## config.mk

```make
export PLATFORM = sky130hd
export DESIGN_NAME = kpc_top
export DESIGN_NICKNAME = d
export VERILOG_FILES = /design/src/logic/kpc_pkg.sv /design/src/logic/kpc_evt_if.sv /design/src/logic/kpc_button.sv /design/src/logic/kpc_keyswitch.sv /design/src/logic/kpc_top.sv
export SDC_FILE = /design/constraint.sdc
export NUM_CORES = 1
export LEC_CHECK = 0
export BUFFER_PORTS_ARGS = -buffer_cell sky130_fd_sc_hd__buf_2
export CAP_MARGIN = 20
export CORE_MARGIN = 4
export CORE_UTILIZATION = 50
export DETAILED_ROUTE_END_ITERATION = 8
export PLACE_DENSITY = 0.78
export SLEW_MARGIN = 20
export SYNTH_ARGS = -nofsm -noshare
export SYNTH_HDL_FRONTEND = slang
export SYNTH_SLANG_ARGS = --single-unit
export TNS_END_PERCENT = 30
```

## constraint.sdc

```tcl
create_clock -name aclk -period 3.68 [get_ports aclk]
set_input_delay 0.184 -clock aclk [delete_from_list [all_inputs] [get_ports aclk]]
set_output_delay 0.184 -clock aclk [all_outputs]
set_load 0.05 [all_outputs]
```

## src/logic/kpc_pkg.sv

```systemverilog
`default_nettype none
package kpc_pkg;
   // ****************************************************************
   // Timing
   // ****************************************************************
   localparam int CLK_FREQ_HZ = 125_000_000;
   localparam int TICK_TIME_US = 1000;
   localparam int TICK_CYCLES = (CLK_FREQ_HZ / 1_000_000) * TICK_TIME_US;
   localparam int DEBOUNCE_TIME_MS = 20;
   localparam int DEBOUNCE_TICKS = (DEBOUNCE_TIME_MS * 1000) / TICK_TIME_US;
   localparam int HOLD_TIME_MS = 5000;
   localparam int HOLD_TICKS = (HOLD_TIME_MS * 1000) / TICK_TIME_US;

   // ****************************************************************
   // Register map
   // ****************************************************************
   localparam int ADDR_W = 4;
   localparam logic [ADDR_W-1:0] CTRL_OFFSET = 4'h0;
   localparam logic [ADDR_W-1:0] STATUS_OFFSET = 4'h4;
   localparam int CTRL_HOST_RUN_BIT = 0;
   localparam logic CTRL_HOST_RUN_RESET = 1'b0;
   localparam int STAT_KEY_LSB = 0;
   localparam int STAT_POWER_BIT = 2;
   localparam int STAT_SHUTDOWN_BIT = 3;
   localparam int STAT_WAS_RUN_BIT = 4;
   localparam int STAT_REFUSED_BIT = 5;
   localparam int STAT_PRESSED_BIT = 6;
   localparam int STAT_AC_OK_BIT = 7;
   localparam logic [1:0] RESP_OKAY = 2'h0;
   localparam logic [1:0] RESP_SLVERR = 2'h2;

   // ****************************************************************
   // Types
   // ****************************************************************
   typedef enum logic [1:0] {
      KPC_KEY_NORMAL = 2'b00,
      KPC_KEY_LOCKED = 2'b01,
      KPC_KEY_DIAG = 2'b10,
      KPC_KEY_FORCED_OFF = 2'b11
   } kpc_key_t;
   localparam kpc_key_t KEY_RESET = KPC_KEY_LOCKED;

   typedef enum logic {
      KPC_PWR_OFF = 1'b0,
      KPC_PWR_ON = 1'b1
   } kpc_pwr_t;
endpackage
`default_nettype wire

```

## src/logic/kpc_evt_if.sv

```systemverilog
`default_nettype none
interface kpc_evt_if;
   import kpc_pkg::*;
   logic short_press;
   logic long_press;
   logic pressed;
   kpc_key_t key_state;
   logic forced_entry;
   modport btn_src (output short_press, output long_press, output pressed);
   modport key_src (output key_state, output forced_entry);
   modport sink (input short_press, input long_press, input pressed,
                 input key_state, input forced_entry);
endinterface
`default_nettype wire

```

## src/logic/kpc_button.sv

```systemverilog
`default_nettype none
module kpc_button import kpc_pkg::*; #(
   parameter int TICK_CYC = TICK_CYCLES,
   parameter int DB_TICKS = DEBOUNCE_TICKS,
   parameter int HLD_TICKS = HOLD_TICKS
) (
   input wire logic aclk,
   input wire logic aresetn,
   input wire logic power_button_n,
   kpc_evt_if.btn_src evt
);
   localparam int TW = (TICK_CYC > 1) ? $clog2(TICK_CYC) : 1;
   localparam int DW = $clog2(DB_TICKS + 1);
   localparam int HW = $clog2(HLD_TICKS + 1);
   localparam logic [TW-1:0] TICK_LAST = TW'(TICK_CYC - 1);
   localparam logic [DW-1:0] DB_LAST = DW'(DB_TICKS - 1);
   localparam logic [HW-1:0] HLD_LAST = HW'(HLD_TICKS - 1);

   generate
      if (TICK_CYC < 1 || DB_TICKS < 1 || HLD_TICKS < 1) begin : g_bad
         $error("kpc_button counts must be at least one");
      end
   endgenerate

   logic [1:0] sync_reg, sync_next;
   logic [TW-1:0] tick_reg, tick_next;
   logic [DW-1:0] db_reg, db_next;
   logic [HW-1:0] hold_reg, hold_next;
   logic pressed_reg, pressed_next;
   logic long_done_reg, long_done_next;
   logic short_reg, short_next;
   logic long_reg, long_next;
   logic tick;

   // ****************************************************************
   // Next state
   // ****************************************************************
   always_comb begin
      sync_next = {sync_reg[0], ~power_button_n};
      tick = (tick_reg == TICK_LAST);
      tick_next = tick ? '0 : tick_reg + 1'b1;
      db_next = db_reg;
      pressed_next = pressed_reg;
      hold_next = hold_reg;
      long_done_next = long_done_reg;
      short_next = 1'b0;
      long_next = 1'b0;
      if (sync_reg[1] == pressed_reg) begin
         db_next = '0;
      end else if (tick) begin
         if (db_reg == DB_LAST) begin
            db_next = '0;
            pressed_next = sync_reg[1];
         end else begin
            db_next = db_reg + 1'b1;
         end
      end
      if (pressed_next && !pressed_reg) begin
         hold_next = '0;
         long_done_next = 1'b0;
      end else if (pressed_reg && tick && !long_done_reg) begin
         if (hold_reg == HLD_LAST) begin
            long_next = 1'b1;
            long_done_next = 1'b1;
         end else begin
            hold_next = hold_reg + 1'b1;
         end
      end
      if (!pressed_next && pressed_reg && !long_done_reg) begin
         short_next = 1'b1;
      end
   end

   // ****************************************************************
   // Registers
   // ****************************************************************
   always_ff @(posedge aclk) begin
      if (!aresetn) begin
         sync_reg <= '0;
         tick_reg <= '0;
         db_reg <= '0;
         hold_reg <= '0;
         pressed_reg <= 1'b0;
         long_done_reg <= 1'b0;
         short_reg <= 1'b0;
         long_reg <= 1'b0;
      end else begin
         sync_reg <= sync_next;
         tick_reg <= tick_next;
         db_reg <= db_next;
         hold_reg <= hold_next;
         pressed_reg <= pressed_next;
         long_done_reg <= long_done_next;
         short_reg <= short_next;
         long_reg <= long_next;
      end
   end

   assign evt.short_press = short_reg;
   assign evt.long_press = long_reg;
   assign evt.pressed = pressed_reg;
endmodule
`default_nettype wire

```

## src/logic/kpc_keyswitch.sv

```systemverilog
`default_nettype none
module kpc_keyswitch import kpc_pkg::*; (
   input wire logic aclk,
   input wire logic aresetn,
   input wire logic [1:0] keyswitch_pos,
   kpc_evt_if.key_src evt
);
   logic [1:0] s1_reg, s1_next;
   logic [1:0] s2_reg, s2_next;
   logic [1:0] last_reg, last_next;
   kpc_key_t key_reg, key_next;
   logic entry_reg, entry_next;

   // ****************************************************************
   // Decode into one of four states
   // ****************************************************************
   always_comb begin
      s1_next = keyswitch_pos;
      s2_next = s1_reg;
      last_next = s2_reg;
      key_next = key_reg;
      if (s2_reg == last_reg) begin
         key_next = kpc_key_t'(s2_reg);
      end
      entry_next = (key_next == KPC_KEY_FORCED_OFF) && (key_reg != KPC_KEY_FORCED_OFF);
   end

   always_ff @(posedge aclk) begin
      if (!aresetn) begin
         s1_reg <= KEY_RESET;
         s2_reg <= KEY_RESET;
         last_reg <= KEY_RESET;
         key_reg <= KEY_RESET;
         entry_reg <= 1'b0;
      end else begin
         s1_reg <= s1_next;
         s2_reg <= s2_next;
         last_reg <= last_next;
         key_reg <= key_next;
         entry_reg <= entry_next;
      end
   end

   assign evt.key_state = key_reg;
   assign evt.forced_entry = entry_reg;
endmodule
`default_nettype wire

```

## src/logic/kpc_top.sv

```systemverilog
`default_nettype none
// Summary of operation
// - Normal key: button powers on when off, presses act when on.
// - Short press while host runs raises a graceful shutdown request.
// - Five second hold removes power at once, no software handshake.
// - Locked key: button ignored entirely.
// - Locked key: all four console abort sources suppressed.
// - Locked key: firmware flash write permit deasserted.
// - Diagnostics key: power on self test forced each startup.
// - Entering forced off powers down at once; standby stays on.
// - Remember running state at AC loss; restart on return unless forced off.
// - Forced off refuses remote restarts; management card keeps standby power.
module kpc_top import kpc_pkg::*; #(
   parameter int TICK_CYC = TICK_CYCLES,
   parameter int DB_TICKS = DEBOUNCE_TICKS,
   parameter int HLD_TICKS = HOLD_TICKS
) (
   input wire logic aclk,
   input wire logic aresetn,
   input wire logic power_button_n,
   input wire logic [1:0] keyswitch_pos,
   input wire logic ac_power_ok,
   input wire logic kbd_abort,
   input wire logic term_break,
   input wire logic tip_escape,
   input wire logic rmc_break,
   input wire logic remote_management_card_restart,
   output logic system_power_on,
   output logic standby_5v_on,
   output logic shutdown_request,
   output logic console_abort,
   output logic flash_write_permit,
   output logic power_on_self_test_force,
   input wire logic [ADDR_W-1:0] s_axi_awaddr,
   input wire logic [2:0] s_axi_awprot,
   input wire logic s_axi_awvalid,
   output logic s_axi_awready,
   input wire logic [31:0] s_axi_wdata,
   input wire logic [3:0] s_axi_wstrb,
   input wire logic s_axi_wvalid,
   output logic s_axi_wready,
   output logic [1:0] s_axi_bresp,
   output logic s_axi_bvalid,
   input wire logic s_axi_bready,
   input wire logic [ADDR_W-1:0] s_axi_araddr,
   input wire logic [2:0] s_axi_arprot,
   input wire logic s_axi_arvalid,
   output logic s_axi_arready,
   output logic [31:0] s_axi_rdata,
   output logic [1:0] s_axi_rresp,
   output logic s_axi_rvalid,
   input wire logic s_axi_rready
);
   kpc_evt_if evt ();

   kpc_button #(.TICK_CYC(TICK_CYC), .DB_TICKS(DB_TICKS), .HLD_TICKS(HLD_TICKS)) u_button (
      .aclk(aclk),
      .aresetn(aresetn),
      .power_button_n(power_button_n),
      .evt(evt.btn_src)
   );

   kpc_keyswitch u_key (
      .aclk(aclk),
      .aresetn(aresetn),
      .keyswitch_pos(keyswitch_pos),
      .evt(evt.key_src)
   );

   // ****************************************************************
   // AXI4-Lite slave
   // ****************************************************************
   logic aw_have_reg, aw_have_next;
   logic [ADDR_W-1:0] awaddr_reg, awaddr_next;
   logic w_have_reg, w_have_next;
   logic [31:0] wdata_reg, wdata_next;
   logic [3:0] wstrb_reg, wstrb_next;
   logic awready_reg, awready_next;
   logic wready_reg, wready_next;
   logic bvalid_reg, bvalid_next;
   logic [1:0] bresp_reg, bresp_next;
   logic arready_reg, arready_next;
   logic rvalid_reg, rvalid_next;
   logic [31:0] rdata_reg, rdata_next;
   logic [1:0] rresp_reg, rresp_next;
   logic wr_fire, wr_ctrl, wr_status;
   logic [31:0] status_word;

   // Power group state used by the register file
   kpc_pwr_t pwr_reg, pwr_next;
   logic host_run_reg, host_run_next;
   logic shut_reg, shut_next;
   logic refused_reg, refused_next;
   logic was_run_reg, was_run_next;
   logic [1:0] ac_sync_reg, ac_sync_next;
   logic ac_prev_reg, ac_prev_next;

   always_comb begin
      status_word = '0;
      status_word[STAT_KEY_LSB +: 2] = evt.key_state;
      status_word[STAT_POWER_BIT] = (pwr_reg == KPC_PWR_ON);
      status_word[STAT_SHUTDOWN_BIT] = shut_reg;
      status_word[STAT_WAS_RUN_BIT] = was_run_reg;
      status_word[STAT_REFUSED_BIT] = refused_reg;
      status_word[STAT_PRESSED_BIT] = evt.pressed;
      status_word[STAT_AC_OK_BIT] = ac_prev_reg;
      aw_have_next = aw_have_reg;
      awaddr_next = awaddr_reg;
      w_have_next = w_have_reg;
      wdata_next = wdata_reg;
      wstrb_next = wstrb_reg;
      bvalid_next = bvalid_reg;
      bresp_next = bresp_reg;
      arready_next = arready_reg;
      rvalid_next = rvalid_reg;
      rdata_next = rdata_reg;
      rresp_next = rresp_reg;
      if (s_axi_awvalid && awready_reg) begin
         aw_have_next = 1'b1;
         awaddr_next = s_axi_awaddr;
      end
      if (s_axi_wvalid && wready_reg) begin
         w_have_next = 1'b1;
         wdata_next = s_axi_wdata;
         wstrb_next = s_axi_wstrb;
      end
      wr_fire = aw_have_reg && w_have_reg && !bvalid_reg;
      wr_ctrl = wr_fire && (awaddr_reg == CTRL_OFFSET) && wstrb_reg[0];
      wr_status = wr_fire && (awaddr_reg == STATUS_OFFSET) && wstrb_reg[0];
      if (wr_fire) begin
         aw_have_next = 1'b0;
         w_have_next = 1'b0;
         bvalid_next = 1'b1;
         bresp_next = (awaddr_reg == CTRL_OFFSET || awaddr_reg == STATUS_OFFSET) ?
                      RESP_OKAY : RESP_SLVERR;
      end else if (bvalid_reg && s_axi_bready) begin
         bvalid_next = 1'b0;
      end
      awready_next = !aw_have_next && !bvalid_next;
      wready_next = !w_have_next && !bvalid_next;
      if (s_axi_arvalid && arready_reg) begin
         arready_next = 1'b0;
         rvalid_next = 1'b1;
         rresp_next = RESP_OKAY;
         rdata_next = '0;
         if (s_axi_araddr == CTRL_OFFSET) begin
            rdata_next[CTRL_HOST_RUN_BIT] = host_run_reg;
         end else if (s_axi_araddr == STATUS_OFFSET) begin
            rdata_next = status_word;
         end else begin
            rresp_next = RESP_SLVERR;
         end
      end else if (rvalid_reg && s_axi_rready) begin
         rvalid_next = 1'b0;
         arready_next = 1'b1;
      end
      arready_next = !rvalid_next && (arready_next || !rvalid_reg);
   end

   always_ff @(posedge aclk) begin
      if (!aresetn) begin
         aw_have_reg <= 1'b0;
         awaddr_reg <= '0;
         w_have_reg <= 1'b0;
         wdata_reg <= '0;
         wstrb_reg <= '0;
         awready_reg <= 1'b0;
         wready_reg <= 1'b0;
         bvalid_reg <= 1'b0;
         bresp_reg <= RESP_OKAY;
         arready_reg <= 1'b0;
         rvalid_reg <= 1'b0;
         rdata_reg <= '0;
         rresp_reg <= RESP_OKAY;
      end else begin
         aw_have_reg <= aw_have_next;
         awaddr_reg <= awaddr_next;
         w_have_reg <= w_have_next;
         wdata_reg <= wdata_next;
         wstrb_reg <= wstrb_next;
         awready_reg <= awready_next;
         wready_reg <= wready_next;
         bvalid_reg <= bvalid_next;
         bresp_reg <= bresp_next;
         arready_reg <= arready_next;
         rvalid_reg <= rvalid_next;
         rdata_reg <= rdata_next;
         rresp_reg <= rresp_next;
      end
   end

   // ****************************************************************
   // Power control
   // ****************************************************************
   logic btn_en, locked, forced, diag, ac_ok, ac_rise, ac_fall;
   logic std_reg, std_next;
   logic abort_reg, abort_next;
   logic flash_reg, flash_next;
   logic diag_reg, diag_next;

   always_comb begin
      ac_sync_next = {ac_sync_reg[0], ac_power_ok};
      ac_ok = ac_sync_reg[1];
      ac_prev_next = ac_ok;
      ac_rise = ac_ok && !ac_prev_reg;
      ac_fall = !ac_ok && ac_prev_reg;
      locked = (evt.key_state == KPC_KEY_LOCKED);
      forced = (evt.key_state == KPC_KEY_FORCED_OFF);
      diag = (evt.key_state == KPC_KEY_DIAG);
      btn_en = (evt.key_state == KPC_KEY_NORMAL) || diag;
      pwr_next = pwr_reg;
      shut_next = shut_reg;
      refused_next = refused_reg;
      host_run_next = wr_ctrl ? wdata_reg[CTRL_HOST_RUN_BIT] : host_run_reg;
      was_run_next = ac_ok ? (pwr_reg == KPC_PWR_ON) : was_run_reg;
      if (wr_status && wdata_reg[STAT_SHUTDOWN_BIT]) begin
         shut_next = 1'b0;
      end
      if (wr_status && wdata_reg[STAT_REFUSED_BIT]) begin
         refused_next = 1'b0;
      end
      if (ac_fall || !ac_ok) begin
         pwr_next = KPC_PWR_OFF;
      end else if (forced || evt.forced_entry) begin
         pwr_next = KPC_PWR_OFF;
      end else if (btn_en && evt.long_press && pwr_reg == KPC_PWR_ON) begin
         pwr_next = KPC_PWR_OFF;
      end else if (btn_en && evt.short_press && pwr_reg == KPC_PWR_OFF) begin
         pwr_next = KPC_PWR_ON;
      end else if (ac_rise && was_run_reg) begin
         pwr_next = KPC_PWR_ON;
      end else if (remote_management_card_restart) begin
         pwr_next = KPC_PWR_ON;
      end
      if (btn_en && evt.short_press && pwr_reg == KPC_PWR_ON && host_run_reg) begin
         shut_next = 1'b1;
      end
      if (remote_management_card_restart && forced) begin
         refused_next = 1'b1;
      end
      std_next = 1'b1;
      abort_next = !locked && (kbd_abort || term_break || tip_escape || rmc_break);
      flash_next = !locked;
      diag_next = diag;
   end

   always_ff @(posedge aclk) begin
      if (!aresetn) begin
         pwr_reg <= KPC_PWR_OFF;
         host_run_reg <= CTRL_HOST_RUN_RESET;
         shut_reg <= 1'b0;
         refused_reg <= 1'b0;
         was_run_reg <= 1'b0;
         ac_sync_reg <= '0;
         ac_prev_reg <= 1'b0;
         std_reg <= 1'b0;
         abort_reg <= 1'b0;
         flash_reg <= 1'b0;
         diag_reg <= 1'b0;
      end else begin
         pwr_reg <= pwr_next;
         host_run_reg <= host_run_next;
         shut_reg <= shut_next;
         refused_reg <= refused_next;
         was_run_reg <= was_run_next;
         ac_sync_reg <= ac_sync_next;
         ac_prev_reg <= ac_prev_next;
         std_reg <= std_next;
         abort_reg <= abort_next;
         flash_reg <= flash_next;
         diag_reg <= diag_next;
      end
   end

   assign system_power_on = (pwr_reg == KPC_PWR_ON);
   assign standby_5v_on = std_reg;
   assign shutdown_request = shut_reg;
   assign console_abort = abort_reg;
   assign flash_write_permit = flash_reg;
   assign power_on_self_test_force = diag_reg;
   assign s_axi_awready = awready_reg;
   assign s_axi_wready = wready_reg;
   assign s_axi_bvalid = bvalid_reg;
   assign s_axi_bresp = bresp_reg;
   assign s_axi_arready = arready_reg;
   assign s_axi_rvalid = rvalid_reg;
   assign s_axi_rdata = rdata_reg;
   assign s_axi_rresp = rresp_reg;
endmodule
`default_nettype wire

```

==> results of run 1 <==
[logic make-up after synthesis]
| kind of cell | share of synthesized area [%] |
|---|---|
| AOI/OAI and AO/OA | 8.55 |
| xor gates and xnor gates | 6.42 |
| adders and majority gates | 1.02 |
| buffers and inverters | 7.54 |
| DFF | 47.3 |
| muxes | 2.21 |
| other | 0.102 |
| and+or+nand+nor | 26.9 |
[through the flow]
stage                     hold slack, ns  std cells
after floorplan                    0.212        437
after global placement             0.345        546
after detailed placement           0.348        546
after CTS                         0.0161        563
after global routing              0.0203        563
final                             0.0281        563
[report_power, final]
group	internal (mW)	total (mW)	switching [mW]	leakage [nW]
combinational	0.0368	0.157	0.120	0.828
sequential	0.962	0.979	0.0164	0.707
clock	0.321	0.664	0.344	0.101
[cell usage after synthesis, types with 2 or more instances]
master	number	share of area, %
nand3_1	29	3.9
a21boi_0	14	2.9
o31ai_1	2	0.41
buf_4	26	5.3
buf_1	2	0.20
or3_1	3	0.51
or4b_2	2	0.54
nand2_1	38	3.9
nor3_1	8	1.1
xor2_1	19	4.5
inv_1	9	0.92
nand4_1	11	1.9
a22oi_1	7	1.4
dfxtp_1	87	47
nand4b_1	2	0.48
xnor2_1	8	1.9
nand2b_1	5	0.85
a21oi_1	10	1.4
ha_1	3	1.0
nor2_1	48	4.9
nor2b_1	15	2.5
clkbuf_1	11	1.1
and4_1	4	0.95
nand3b_1	2	0.41
and3_1	6	1.0
or4_1	3	0.61
o21ai_0	8	1.1
mux2i_1	7	1.9
and2_1	9	1.5
[worst max-delay path, delay by kind of cell (launching register included)]
family,cells,cell delay [ns]
flip-flops,1,0.37
AND/OR/NAND/NOR,4,2.01
AO/OA/AOI/OAI,1,0.15
[what timing repair did]
item / CTS / global route
setup endpoints to repair: 0 / 0
hold buffers: 1 / 0
endpoints found under the hold margin: 1 / 0
setup buffers: 0 / 0
[worst max path at each step]
stage | startpoint | to | slack, ns | cells past startpoint
final | u_button.tick_reg[10] | u_button.hold_reg[10] | 1.08 | 5
after global routing | u_button.tick_reg[4] | u_button.hold_reg[10] | 0.91 | 5
after CTS | u_button.tick_reg[10] | u_button.hold_reg[10] | 1.07 | 5
after detailed placement | u_button.tick_reg[10] | u_button.hold_reg[10] | 1.09 | 5
after global placement | u_button.tick_reg[10] | u_button.hold_reg[12] | 1.15 | 5
after floorplan | u_button.tick_reg[10] | u_button.hold_reg[12] | 1.54 | 5
[layout make-up]
type / count / area (um^2)
clock buffer: 9 / 124
clock inverter: 7 / 77.6
fill: 657 / 3100
inverter: 9 / 33.8
multi-input combinational: 302 / 1760
sequential: 87 / 1740
tap: 99 / 124
timing repair buffer: 50 / 258
[routing by layer]
metal  track usage (%)  part of all wire [%]  up-vias
met5                 0                     0        -
met4              5.54                   1.2        0
met3              4.97                   5.4        8
met2              27.6                    50       60
met1              17.2                    44     1295
li1                  -                     -     1439
==> results.sh, run 1 <==
export IMPL_status="completed"
export IMPL_rd_place_congestion=0.827
export IMPL_clock_latency_ns=0.36
export IMPL_min_period_over_period_pct=70.7
export IMPL_grt_pass1_vias=2580
export IMPL_async_flop_share_pct=0
export IMPL_synthesis_area_mm2=0.00369
export IMPL_synth_sequential_area_ratio_pct=47.3
export IMPL_grt_pass1_wl_um=11100
export IMPL_timing_critical_path_slowest_cell_delay_ns=0.60
export IMPL_final_max_slew_violation_count=0
export IMPL_clock_sink_count=87
export IMPL_reg2reg_depth=5
export IMPL_finalHoldViolations=0
export IMPL_drt_iter0_markers=122
export IMPL_cp_data_required_time_ns=3.95
export IMPL_postSynthRegisterBits=87
export IMPL_cts_root_buf="clkbuf_8"
export IMPL_num_vias=2802
export IMPL_gr_usage_all_layers_pct=15.5
export IMPL_r2r_start="u_button.tick_reg[10]"
export IMPL_setup_viol_count_final=0
export IMPL_drt_wl_cell_um=11.5
export IMPL_cts_buffer_depth=2
export IMPL_synth_cell_types=43
export IMPL_route_final_wire_length_um=6480
export IMPL_post_dp_hpwl_um=4640
export IMPL_largest_reg_flops=17
export IMPL_post_synthesis_area_per_instance_um2=8.95
export IMPL_placement_rows=31
export IMPL_worstPathMaxFanout=9
export IMPL_tritoncts_clock_tree="yes"
export IMPL_finish_utilization_pct=57.1
export IMPL_postLayoutSetupSlackWorst_ns=1.08
export IMPL_detailed_place_area_mm2=0.00391
export IMPL_initial_core_util_pct=51.1
export IMPL_max_vdd_ir_drop_v=0.000218
export IMPL_antenna_violations_before_repair=0
export IMPL_hold_end="u_key.s1_reg[0]"
export IMPL_transition_time_at_the_pin_with_the_least_slew_margin_ns=0.728
export IMPL_drc=0
export IMPL_finalCriticalPeriod_ns=2.60
export IMPL_synth_flop_cell="dfxtp_1"
export IMPL_clock_skew_final_ns=0.0139
export IMPL_timing_hold_worst_class="in2reg"
export IMPL_synthesis_warnings=0
export IMPL_cts_made_buffers=9
export IMPL_grt_setup_unrepaired="false"
export IMPL_fmaxAchievable_ghz=0.384
export IMPL_setup_worst_path_end_class="flop"
export IMPL_endpoint_of_the_worst_register_to_register_path="u_button.hold_reg[10]"
export IMPL_htreeDepth=3
export IMPL_drive_above_1_share_pct=15.5
export IMPL_globalRouteOverflowTotal=0
export IMPL_totalNegativeSetupSlack_ns=0
export IMPL_drt_pass1_iter_count=4
export IMPL_place_worst_setup_slack_ns=1.09
export IMPL_timing_critical_path_cells="or4_4 > nor4_4 > nand3_2 > or4_1 > a21oi_1"
export IMPL_port_buffers=48
export IMPL_static_leakage_nw=1.64
export IMPL_netlist_instances=412
export IMPL_rrSetupSlack_ns=1.08
export IMPL_cap_viol_max_count=0
export IMPL_setup_worst_path_class="reg2reg"
export IMPL_worst_ep_arrival_time_ns=2.88
export IMPL_final_cell_area_mm2=0.00412
export IMPL_whs_path_depth=2
export IMPL_mostFrequentLayoutCell="dfxtp_1"
export IMPL_cts_resized=0
export IMPL_most_frequent_cells_in_the_layout="dfxtp_1, nor2_1, buf_2, nand2_1, nand3_1"
export IMPL_power_density_mw_per_mm2=437
export IMPL_largest_net_degree_at_the_start_of_global_routing=53
export IMPL_layout_area_overhead_vs_synth_pct=11.7
export IMPL_diodes=0
export IMPL_num_io_pins=113
export IMPL_min_from="keyswitch_pos[0]"
export IMPL_slew_headroom_pct=51.5
export IMPL_die_area_mm2=0.00881
export IMPL_finalPower_mw=1.80
export IMPL_clkSlewWorstSetupHoldPaths_ns=0.09
export IMPL_number_of_nets_in_the_layout=528
export IMPL_placeable_core_area_mm2=0.00721
export IMPL_die_w_um=93.9
export IMPL_antenna_left=0
export IMPL_synth_edf_count=0
export IMPL_floorplan_die_height_um=93.9
export IMPL_critical_path_s_slowest_cell="nor4_4"
export IMPL_route_detailed_vias_per_inst=4.98
export IMPL_cp_startpoint_kind="flop"
Note: power is estimated with default switching activity, not from simulation.
==> inputs of run 2 (changes only) <==
--- a/config.mk
+++ b/config.mk
@@ -5,12 +5,13 @@
 export SDC_FILE = /design/constraint.sdc
 export NUM_CORES = 1
 export LEC_CHECK = 0
+export ABC_AREA = 1
 export BUFFER_PORTS_ARGS = -buffer_cell sky130_fd_sc_hd__buf_2
 export CAP_MARGIN = 20
 export CORE_MARGIN = 4
-export CORE_UTILIZATION = 50
+export CORE_UTILIZATION = 47
 export DETAILED_ROUTE_END_ITERATION = 8
-export PLACE_DENSITY = 0.78
+export PLACE_DENSITY = 0.76
 export SLEW_MARGIN = 20
 export SYNTH_ARGS = -nofsm -noshare
 export SYNTH_HDL_FRONTEND = slang
==> constraint.sdc (replaced) <==
create_clock -name aclk -period 2.19 [get_ports aclk]
set_input_delay 0.1095 -clock aclk [delete_from_list [all_inputs] [get_ports aclk]]
set_output_delay 0.1095 -clock aclk [all_outputs]
set_load 0.05 [all_outputs]
==> run 2 against run 1 <==
Clock skew fell by 0.0022 ns. Utilization shrank 3.0 points. Global-route usage decreased by 0.13 points. Die area increased by 12%. Register-to-register slack got worse by 0.71 ns. Sequential power increased by 69%. Hold slack worse by 0.0065 ns. Non-clock buffer count up 5. Critical path type is now in2reg. Critical endpoint is now console_abort.
==> results.sh, run 2 <==
export IMPL_status="completed"
export IMPL_max_vdd_ir_drop_v=0.000343
export IMPL_largest_net_degree_at_the_start_of_global_routing=20
export IMPL_totalNegativeSetupSlack_ns=0
export IMPL_fmaxAchievable_ghz=0.533
export IMPL_finalHoldViolations=0
export IMPL_synth_sequential_area_ratio_pct=44.3
export IMPL_num_vias=3329
export IMPL_netlist_instances=534
export IMPL_port_buffers=48
export IMPL_die_area_mm2=0.00989
export IMPL_worst_ep_arrival_time_ns=2.19
export IMPL_clock_latency_ns=0.36
export IMPL_endpoint_of_the_worst_register_to_register_path="u_button.hold_reg[5]"
export IMPL_clock_sink_count=87
export IMPL_finalCriticalPeriod_ns=1.88
export IMPL_cp_startpoint_kind="primary input"
export IMPL_drt_iter0_markers=142
export IMPL_critical_path_s_slowest_cell="dlygate4sd3_1"
export IMPL_slew_headroom_pct=62.7
export IMPL_drc=0
export IMPL_setup_viol_count_final=0
export IMPL_cp_num_cells=6
export IMPL_cts_made_buffers=9
export IMPL_power_density_mw_per_mm2=703
export IMPL_cts_buffer_depth=2
export IMPL_post_synthesis_area_per_instance_um2=7.36
export IMPL_cp_data_required_time_ns=2.50
export IMPL_route_detailed_vias_per_inst=4.74
export IMPL_initial_core_util_pct=48.1
export IMPL_die_w_um=99.5
export IMPL_async_flop_share_pct=0
export IMPL_htreeDepth=3
export IMPL_synth_flop_cell="dfxtp_1"
export IMPL_post_dp_hpwl_um=5460
export IMPL_cts_root_buf="clkbuf_8"
export IMPL_whs_ns=0.0216
export IMPL_post_cts_buffers=0
export IMPL_drt_pass1_iter_count=4
export IMPL_tritoncts_clock_tree="yes"
export IMPL_final_max_slew_violation_count=0
export IMPL_synth_top_cell_area_share_pct=44.3
export IMPL_timing_critical_path_slowest_cell_delay_ns=0.58
export IMPL_transition_time_at_the_pin_with_the_least_slew_margin_ns=0.556
export IMPL_grt_setup_unrepaired="false"
export IMPL_route_final_wire_length_um=7550
export IMPL_synth_top_cells_by_count="nand2_1, dfxtp_1, nor2_1, inv_1, nand3_1"
export IMPL_synth_most_common_cell="nand2_1"
export IMPL_timing_hold_worst_class="in2reg"
export IMPL_rrSetupSlack_ns=0.37
export IMPL_gr_usage_all_layers_pct=15.4
export IMPL_grt_pass1_wl_um=12500
export IMPL_grt_pass1_vias=2958
export IMPL_rd_place_congestion=0.783
export IMPL_synth_edf_count=0
export IMPL_cell_family_with_the_largest_share_of_critical_path_delay="buffers and inverters"
export IMPL_static_leakage_nw=1.95
export IMPL_worstPathBufferInverterCount=4
export IMPL_layout_area_overhead_vs_synth_pct=12.5
export IMPL_setup_worst_path_class="in2reg"
export IMPL_synthesis_area_mm2=0.00393
export IMPL_clkSlewWorstSetupHoldPaths_ns=0.09
export IMPL_synthDominantAreaCellType="dfxtp_1"
export IMPL_finalPower_mw=3.11
export IMPL_num_io_pins=113
export IMPL_antenna_violations_before_repair=0
export IMPL_postSynthRegisterBits=87
export IMPL_placeable_core_area_mm2=0.00818
export IMPL_floorplan_die_height_um=99.5
export IMPL_clock_skew_final_ns=0.0117
export IMPL_globalRouteOverflowTotal=0
export IMPL_antenna_left=0
export IMPL_min_period_over_period_pct=85.7
export IMPL_drive_above_1_share_pct=16.6
export IMPL_setup_worst_path_end_class="flop"
export IMPL_timing_critical_path_cells="buf_2 > clkinv_1 > o21ai_0 > o41ai_1 > dlygate4sd3_1 > inv_1"
export IMPL_hold_end="refused_reg"
export IMPL_largest_reg_flops=17
export IMPL_cap_viol_max_count=0
export IMPL_mostFrequentLayoutCell="nand2_1"
export IMPL_drt_wl_cell_um=10.8
export IMPL_reg2reg_depth=10
export IMPL_most_frequent_cells_in_the_layout="nand2_1, dfxtp_1, nor2_1, inv_1, buf_2"
export IMPL_number_of_nets_in_the_layout=661
export IMPL_finish_utilization_pct=54.1
export IMPL_worstPathMaxFanout=19
export IMPL_placement_rows=33
export IMPL_whs_path_depth=3
export IMPL_r2r_start="u_button.tick_reg[0]"
export IMPL_synthesis_warnings=0
export IMPL_min_from="remote_management_card_restart"
export IMPL_diodes=0
export IMPL_synth_top_cells_by_area="dfxtp_1, nand2_1, nor2_1"
export IMPL_synth_cell_types=41
## run 2: metal layers
metal | share of wire [%] | global-route usage, % | up-vias
li1 | - | - | 1742
met1 | 45 | 18.2 | 1497
met2 | 48 | 26.4 | 83
met3 | 6.4 | 2.81 | 7
met4 | 1.4 | 8.09 | 0
met5 | 0 | 0 | -
## run 2: layout make-up
class | count | area (um^2)
timing repair buffer | 55 | 308
tap | 105 | 131
clock inverter | 7 | 77.6
fill | 765 | 3750
inverter | 73 | 274
clock buffer | 9 | 124
multi-input combinational | 366 | 1770
sequential | 87 | 1740
## run 2: worst register-to-register path, cell delays in order (launching register included)
cell and delay [ns]:
dfxtp_1 0.37, ha_1 0.20, nand2_1 0.07, inv_2 0.08
nand2_1 0.09, nor2_2 0.15, nand3_2 0.12, nor2_4 0.37
nand3_1 0.14, nand2_1 0.09, nor2_1 0.04
## run 2: what timing repair did
item                       in CTS  in global routing
hold buffers                    6                  0
setup endpoints to repair       0                  0
gates resized for setup         0                  0
hold endpoints to repair        5                  0
## run 2: through the flow
step                area, um^2  cells  setup WS [ns]
floorplan                 4030    559          0.551
global placement          4160    680          0.446
detailed placement        4160    680          0.365
CTS                       4420    702          0.345
global route              4420    702          0.173
finish                    4420    702          0.313
## run 2: cells by family (layout without fill, tap and decap cells)
kind of cell,after synthesis,count (layout),share of synthesized area (%)
flops,87,87,44.3
xor+xnor,9,9,2.01
fa+ha+maj,3,3,0.955
compound gates,59,59,8.72
buf+inv,106,144,13.2
other cells,1,26,0.0954
simple gates,269,269,30.7
## run 2: worst max-delay path by stage
stage | start | to | slack, ns
2_1_floorplan | s_axi_arready | s_axi_rdata[2] | 0.55
6_report | aresetn | console_abort | 0.31
3_3_place_gp | u_button.tick_reg[0] | u_button.hold_reg[8] | 0.45
4_1_cts | aresetn | console_abort | 0.34
5_1_grt | aresetn | console_abort | 0.17
3_5_place_dp | u_button.tick_reg[0] | u_button.hold_reg[5] | 0.36
## run 2: where the power goes
part	total (mW)	switching (mW)	internal (mW)
logic	0.309	0.239	0.0703
registers	1.65	0.0270	1.63
clock network	1.15	0.604	0.541
